==> config.mk <==
export PLATFORM = sky130hd
export DESIGN_NAME = svd_desync
export DESIGN_NICKNAME = d
export VERILOG_FILES = /design/src/rtl/svd_pkg.sv /design/src/rtl/svd_bit_fifo.sv /design/src/rtl/svd_desync.sv
export SDC_FILE = /design/constraint.sdc
export NUM_CORES = 1
export LEC_CHECK = 0
export BUFFER_PORTS_ARGS = -buffer_cell sky130_fd_sc_hd__buf_2
export CAP_MARGIN = 5
export CELL_PAD_IN_SITES_DETAIL_PLACEMENT = 1
export CELL_PAD_IN_SITES_GLOBAL_PLACEMENT = 1
export CORE_ASPECT_RATIO = 0.7
export CORE_MARGIN = 2
export CORE_UTILIZATION = 52
export CTS_CLUSTER_SIZE = 40
export DETAILED_ROUTE_END_ITERATION = 7
export PLACE_DENSITY = 0.83
export RECOVER_POWER = 25
export SYNTH_ARGS = -nofsm -noshare
export SYNTH_HDL_FRONTEND = slang
export SYNTH_SLANG_ARGS = --single-unit
==> constraint.sdc <==
create_clock -name clock_i -period 5.2 [get_ports clock_i]
set_input_delay 1.04 -clock clock_i [delete_from_list [all_inputs] [get_ports clock_i]]
set_output_delay 1.04 -clock clock_i [all_outputs]
set_load 0.01 [all_outputs]
==> src/rtl/svd_pkg.sv <==
// package: constants and carrier types for the vt desync fifo
package svd_pkg;
    localparam int SVD_SYS_CLK_KHZ = 51840;
    localparam int SVD_T1_TARGET_KHZ = 1544;
    localparam int SVD_E1_TARGET_KHZ = 2048;
    localparam int SVD_DIV_W = 6;
    localparam logic [5:0] SVD_DIV_T1_FAST = 6'h20;
    localparam logic [5:0] SVD_DIV_T1_SLOW = 6'h21;
    localparam logic [5:0] SVD_DIV_E1 = 6'h19;
    localparam int SVD_DEPTH_T1_FAST = 21;
    localparam int SVD_DEPTH_T1_SLOW = 26;
    localparam int SVD_DEPTH_E1 = 34;
    localparam int SVD_MAX_GAP_BITS = 12;
    localparam int SVD_FLOAT_STEP_BITS = 8;
    localparam int SVD_T1_MAX_IN_GAP = 24;
    localparam int SVD_E1_MAX_IN_GAP = 32;
    localparam int SVD_T1_FRAME_BITS = 193;
    localparam int SVD_E1_FRAME_BITS = 256;
    localparam int SVD_SONET_FRAME_BITS = 6480;
    localparam int SVD_DEPTH_MAX = 34;
    typedef enum logic [1:0] {
        SVD_RATE_T1_FAST = 2'b00,
        SVD_RATE_T1_SLOW = 2'b01,
        SVD_RATE_E1 = 2'b10
    } svd_rate_t;
    // one line-side bit pair: positive and negative rail
    typedef struct packed {
        logic pos;
        logic neg;
    } svd_bit_t;
endpackage : svd_pkg

==> src/rtl/svd_bit_fifo.sv <==
// file: one gapped-clock bit fifo used on both directions
module svd_bit_fifo
    import svd_pkg::*;
#(
    parameter int DEPTH = SVD_DEPTH_MAX,
    parameter int FLOAT_STEPS = 0
) (
    input wire logic clock_i,
    input wire logic rst_n_i,
    input wire logic wr_valid_i,
    input wire svd_bit_t wr_data_i,
    input wire logic rd_tick_i,
    input wire logic [5:0] limit_i,
    output logic rd_valid_o,
    output svd_bit_t rd_data_o,
    output logic overflow_o,
    output logic [6:0] fill_o
);
    localparam int SIZE = DEPTH + FLOAT_STEPS * SVD_FLOAT_STEP_BITS;
    localparam int AW = $clog2(SIZE);
    svd_bit_t mem [SIZE];
    logic [AW-1:0] wr_ptr;
    logic [AW-1:0] rd_ptr;
    logic [6:0] count;
    logic [6:0] limit_ext;
    logic full;
    logic do_wr;
    logic do_rd;

    // effective depth is the selected mode's depth plus float slack
    assign limit_ext = 7'(limit_i) + 7'(FLOAT_STEPS * SVD_FLOAT_STEP_BITS);
    assign full = (count >= limit_ext);
    assign do_rd = rd_tick_i && (count != 7'h00);
    // a read in the same cycle frees room, so a full fifo still takes the bit
    assign do_wr = wr_valid_i && (!full || do_rd);  // see R1
    assign fill_o = count;

    always_ff @(posedge clock_i) begin
        if (do_wr) begin
            mem[wr_ptr] <= wr_data_i;
        end
    end

    always_ff @(posedge clock_i) begin
        if (!rst_n_i) begin
            wr_ptr <= '0;
        end else if (do_wr) begin
            wr_ptr <= (wr_ptr == AW'(SIZE - 1)) ? '0 : wr_ptr + AW'(1);
        end
    end

    always_ff @(posedge clock_i) begin
        if (!rst_n_i) begin
            rd_ptr <= '0;
            rd_valid_o <= 1'b0;
            rd_data_o <= '0;
        end else begin
            rd_valid_o <= do_rd;
            if (do_rd) begin
                rd_data_o <= mem[rd_ptr];
                rd_ptr <= (rd_ptr == AW'(SIZE - 1)) ? '0 : rd_ptr + AW'(1);
            end
        end
    end

    always_ff @(posedge clock_i) begin
        if (!rst_n_i) begin
            count <= '0;
        end else if (do_wr && !do_rd) begin
            count <= count + 7'h01;
        end else if (do_rd && !do_wr) begin
            count <= count - 7'h01;
        end
    end

    always_ff @(posedge clock_i) begin
        if (!rst_n_i) begin
            overflow_o <= 1'b0;
        end else if (wr_valid_i && !do_wr) begin
            overflow_o <= 1'b1;
        end
    end
endmodule : svd_bit_fifo

==> src/rtl/svd_desync.sv <==
// file: top of the sonet vt desynchronizing fifo, transmit and receive
// How it works
// write only when demapper marks bit present
// read pace is integer division, just above target
// read tick removes a bit only if nonempty
// output clock pulses only on real reads
// divider 32 or 33 for t1, 25 e1
// depth 21, 26 or 34 per divider
// divider and depth bound output gap to 12
// add 8 depth bits per pointer move
// absorb input gaps of 24 or 32 bits
// receive buffer of same depth as transmit
// data stable around gapped clock falling edge
// reset clears pointers and fill, clock idle
// full fifo drops writes unless a read in the same cycle frees room, sticky overflow flag
module svd_desync
    import svd_pkg::*;
#(
    parameter int FLOAT_STEPS = 0
) (
    input wire logic clock_i,
    input wire logic rst_n_i,
    input wire svd_rate_t rate_sel_i,
    input wire logic tx_bit_present_i,
    input wire svd_bit_t tx_bit_i,
    output logic transmit_line_clock_o,
    output logic transmit_positive_data_o,
    output logic transmit_negative_data_o,
    output logic tx_overflow_o,
    input wire logic rx_bit_valid_i,
    input wire svd_bit_t rx_bit_i,
    input wire logic rx_slot_i,
    output logic rx_bit_valid_o,
    output svd_bit_t rx_bit_o,
    output logic rx_overflow_o
);
    logic [5:0] div_value;
    logic [5:0] depth_value;
    logic [5:0] div_count;
    logic [5:0] half_count;
    logic rd_tick;
    logic tx_rd_valid;
    svd_bit_t tx_rd_data;
    logic clk_high;

    // divider and depth pairs keep the worst output gap at 12 bits or less
    always_comb begin
        unique case (rate_sel_i)
            SVD_RATE_T1_SLOW: begin
                div_value = SVD_DIV_T1_SLOW;  // see R5
                depth_value = 6'(SVD_DEPTH_T1_SLOW);
            end
            SVD_RATE_E1: begin
                div_value = SVD_DIV_E1;  // see R5
                depth_value = 6'(SVD_DEPTH_E1);
            end
            default: begin
                div_value = SVD_DIV_T1_FAST;  // see R5
                depth_value = 6'(SVD_DEPTH_T1_FAST);
            end
        endcase
    end

    // integer division of the 51.84 MHz clock gives the read pace
    always_ff @(posedge clock_i) begin
        if (!rst_n_i) begin
            div_count <= '0;
        end else if (div_count >= div_value - 6'h01) begin
            div_count <= '0;
        end else begin
            div_count <= div_count + 6'h01;
        end
    end
    assign rd_tick = (div_count >= div_value - 6'h01);

    // depth covers input bursts spaced up to 24 t1 or 32 e1 bit times
    svd_bit_fifo #(
        .DEPTH(SVD_DEPTH_MAX),
        .FLOAT_STEPS(FLOAT_STEPS)
    ) u_tx_fifo (
        .clock_i(clock_i),
        .rst_n_i(rst_n_i),
        .wr_valid_i(tx_bit_present_i),  // see R1
        .wr_data_i(tx_bit_i),
        .rd_tick_i(rd_tick),
        .limit_i(depth_value),
        .rd_valid_o(tx_rd_valid),
        .rd_data_o(tx_rd_data),
        .overflow_o(tx_overflow_o),
        .fill_o()
    );

    // clock rises with new data and falls mid-period, so data is settled
    // a half period either side of the falling edge
    always_ff @(posedge clock_i) begin
        if (!rst_n_i) begin
            clk_high <= 1'b0;
            half_count <= '0;
        end else if (tx_rd_valid) begin
            clk_high <= 1'b1;
            half_count <= '0;
        end else if (clk_high && half_count >= (div_value >> 1) - 6'h01) begin
            clk_high <= 1'b0;
        end else begin
            half_count <= half_count + 6'h01;
        end
    end

    always_ff @(posedge clock_i) begin
        if (!rst_n_i) begin
            transmit_positive_data_o <= 1'b0;
            transmit_negative_data_o <= 1'b0;
        end else if (tx_rd_valid) begin
            transmit_positive_data_o <= tx_rd_data.pos;
            transmit_negative_data_o <= tx_rd_data.neg;
        end
    end
    assign transmit_line_clock_o = clk_high;

    // receive side: same depth, drained in the sonet payload slots
    svd_bit_fifo #(
        .DEPTH(SVD_DEPTH_MAX),
        .FLOAT_STEPS(FLOAT_STEPS)
    ) u_rx_fifo (
        .clock_i(clock_i),
        .rst_n_i(rst_n_i),
        .wr_valid_i(rx_bit_valid_i),
        .wr_data_i(rx_bit_i),
        .rd_tick_i(rx_slot_i),
        .limit_i(depth_value),
        .rd_valid_o(rx_bit_valid_o),
        .rd_data_o(rx_bit_o),
        .overflow_o(rx_overflow_o),
        .fill_o()
    );
endmodule : svd_desync

==> flow_summary.yaml <==
status:
  status: "finished clean"
synth:
  synth_nets: 807
  seq_area_frac_synth: 0.568
  syn_inst: 754
  async_reset_ff_frac: 0
  ys_types: 74
  synth_edf_count: 136
  syn_avg_cell_area_um2: 12.4
  synth_area_mm2: 0.00934
  synth-seq-cells: 197
  ys.flop_type: "edfxtp_1"
  yosysWarnings: 0
drt:
  vias: 6110
  wl_per_cell_um: 21.7
  vias_per_cell: 6.07
  drtIter0Drc: 547
  ant_nets: 0
  drc: 0
  drt_wl_total_mm: 21.8
  dr.pass1.iters: 4
layout:
  nets: 815
  n_antenna_cell: 0
  area_growth_pct: 9.50
  fin_area_mm2: 0.0102
  fin_cells: 1006
  fill_cells: 1744
  drive_gt1_frac: 0.124
  final_common_cell: "edfxtp_1"
  layout_common_cells: "edfxtp_1 (136), nor2_1 (103), dfxtp_1 (61)"
worst_hold_path:
  worstHoldPathType: "flip-flop to flip-flop"
place:
  place_area_mm2: 0.00959
  dp_hpwl_mm: 15.3
  gp_congestion: 0.827
  port_buffers: 18
  dp_cells: 974
  dpl_worst_slack_ns: 0.133
cts:
  insertion_delay_ns: 0.45
  cts-root-buf: "clkbuf_16"
  postCtsHoldBufs: 0
  ctsResizeCount: 0
  cts.sinks: 197
  cts-htree-levels: 4
  clk_pin_slew_ns: 0.07
  cts_setup_buffers: 0
  numCtsBuffers: 17
  clk_path_buf_depth: 2
  cts_tree: "yes"
sta:
  slew_viol_final: 0
  min_period_ns: 4.59
  holdWs_ns: 0.485
  setup_viol: 0
  final.setup_skew_ns: 0.0157
  timing.fmax_ghz: 0.218
  tns_ns: 0
  tightest_slew_ns: 1.45
  finalHoldViolCount: 0
  max-slew-margin-rel: 0.0317
  min_period_over_period: 0.883
  setup_ws_ns: 0.606
  rsz0062_at_grt: "false"
global_route:
  grt_pass1_vias: 6443
  grtUsageTotal: 0.242
  grt_overflow: 0
  grt_pass1_wl_mm: 34.7
  antenna_found_initial: 0
  grt_max_degree: 41
critical_path:
  cp.required_ns: 5.53
  crit_path_start_kind: "input port"
  worstSetupPathType: "input port to flip-flop"
  arrival_ns: 4.93
  crit_path_end_kind: "flip-flop"
  path_max_fanout: 9
power:
  pwr-share-comb: 0.248
  cellLeakagePower_uw: 0.00353
  switching_share: 0.316
  cellPowerDensity_mw_per_mm2: 428
  vdd_drop_max_uv: 210
  seqPwrFrac: 0.426
  power.switching_uw: 1380
  p_int_uw: 2990
  power_frac_clock: 0.326
floorplanning:
  rows: 40
  dieArea_mm2: 0.0191
  start_util: 0.538
  die_y_um: 116
  io_pins: 19
  fp.coreArea_mm2: 0.0174
  die_w_um: 164
job:
  max_cap_violations: 0
[cell type report]
| cell class | count | area, um^2 | area share |
|---|---|---|---|
| flip-flops and latches | 197 | 5310 | 0.519 |
| multi-input cells | 499 | 3780 | 0.370 |
| clock buffers | 17 | 425 | 0.0416 |
| well taps | 231 | 289 | 0.0283 |
| clock inverters | 15 | 214 | 0.0209 |
| repair buffers | 22 | 115 | 0.0113 |
| inverters | 25 | 93.8 | 0.00918 |
[worst paths after layout]
| kind | slack, ns | start | end | depth (start not counted) |
|---|---|---|---|---|
| worst max register to register | 1.26 | u_rx_fifo.fill_o[3] | u_rx_fifo.fill_o[6] | 14 |
| worst max-delay path | 0.61 | rate_sel_i[0] | u_tx_fifo.fill_o[6] | 19 |
| worst min register to register | 0.49 | u_tx_fifo.overflow_o | u_tx_fifo.overflow_o | 1 |
| worst min-delay path | 0.49 | u_tx_fifo.overflow_o | u_tx_fifo.overflow_o | 1 |
[logic make-up (layout without fill, tap and decap cells)]
group,count (synthesis),count (layout),synth area share
adder cells (fa/ha/maj),42,42,0.0579
other,1,1,0.000401
AND/OR/NAND/NOR,282,282,0.154
flip-flops,197,197,0.568
multiplexers,51,51,0.0927
XOR/XNOR,29,29,0.0272
buffers and inverters,58,79,0.0268
AO/OA/AOI/OAI,94,94,0.0734
[worst max-delay path, stage by stage]
cell	delay [ns]
buf_2	0.10
inv_1	0.04
ha_1	0.34
inv_1	0.12
ha_1	0.31
a21oi_1	0.15
o21ai_1	0.12
a221oi_4	0.53
a2bb2oi_4	0.29
inv_1	0.10
ha_1	0.24
inv_1	0.22
ha_1	0.32
a21o_1	0.19
a21oi_1	0.24
nand4b_1	0.15
nand3_1	0.10
xor2_1	0.15
and2_1	0.16
[metal layers]
metal	track usage	routed length [um]	vias up
met5	0	0	-
met4	0.0766	309	0
met3	0.0511	1090	24
met2	0.391	10300	159
met1	0.332	10100	3112
li1	-	-	2815
[Yosys cell counts (all sizes together) (6+ instances only)]
library cell	number	area share
a211oi	6	0.0048
a21boi	6	0.0048
a21o	8	0.0064
a21oi	16	0.0086
and2	16	0.011
buf	9	0.0071
clkbuf	24	0.0096
dfxtp	61	0.13
edfxtp	136	0.44
ha	40	0.054
inv	25	0.010
mux2i	19	0.020
mux4	28	0.068
nand2	49	0.020
nand3	26	0.015
nand3b	9	0.0076
nand4	10	0.0067
nor2	105	0.044
nor2b	11	0.0074
nor3	13	0.0075
nor3b	6	0.0048
o21a	6	0.0048
o21ai	20	0.011
or3	10	0.0068
xnor2	18	0.017
xor2	11	0.010
[stage by stage]
step | utilization | power (uW)
global placement | 0.552 | 2890
global route | 0.589 | 4570
floorplan | - | 2680
finish | 0.589 | 4370
detailed placement | 0.552 | 2960
CTS | 0.589 | 4400
[state kept, by name, summed over array words and instances (netlist names), 7 cells and up]
register	flops
u_rx_fifo.mem	68
u_tx_fifo.mem	68
u_rx_fifo.fill_o	7
u_tx_fifo.fill_o	7
[power groups by stage]
stage | Clock (uW) | Sequential [uW] | Combinational (uW)
after floorplan | 0 | 1860 | 818
after global placement | 0 | 1890 | 993
after detailed placement | 0 | 1900 | 1060
after CTS | 1450 | 1860 | 1080
after global routing | 1500 | 1880 | 1200
final | 1430 | 1870 | 1080
Note: power is estimated with default switching activity, not from simulation.
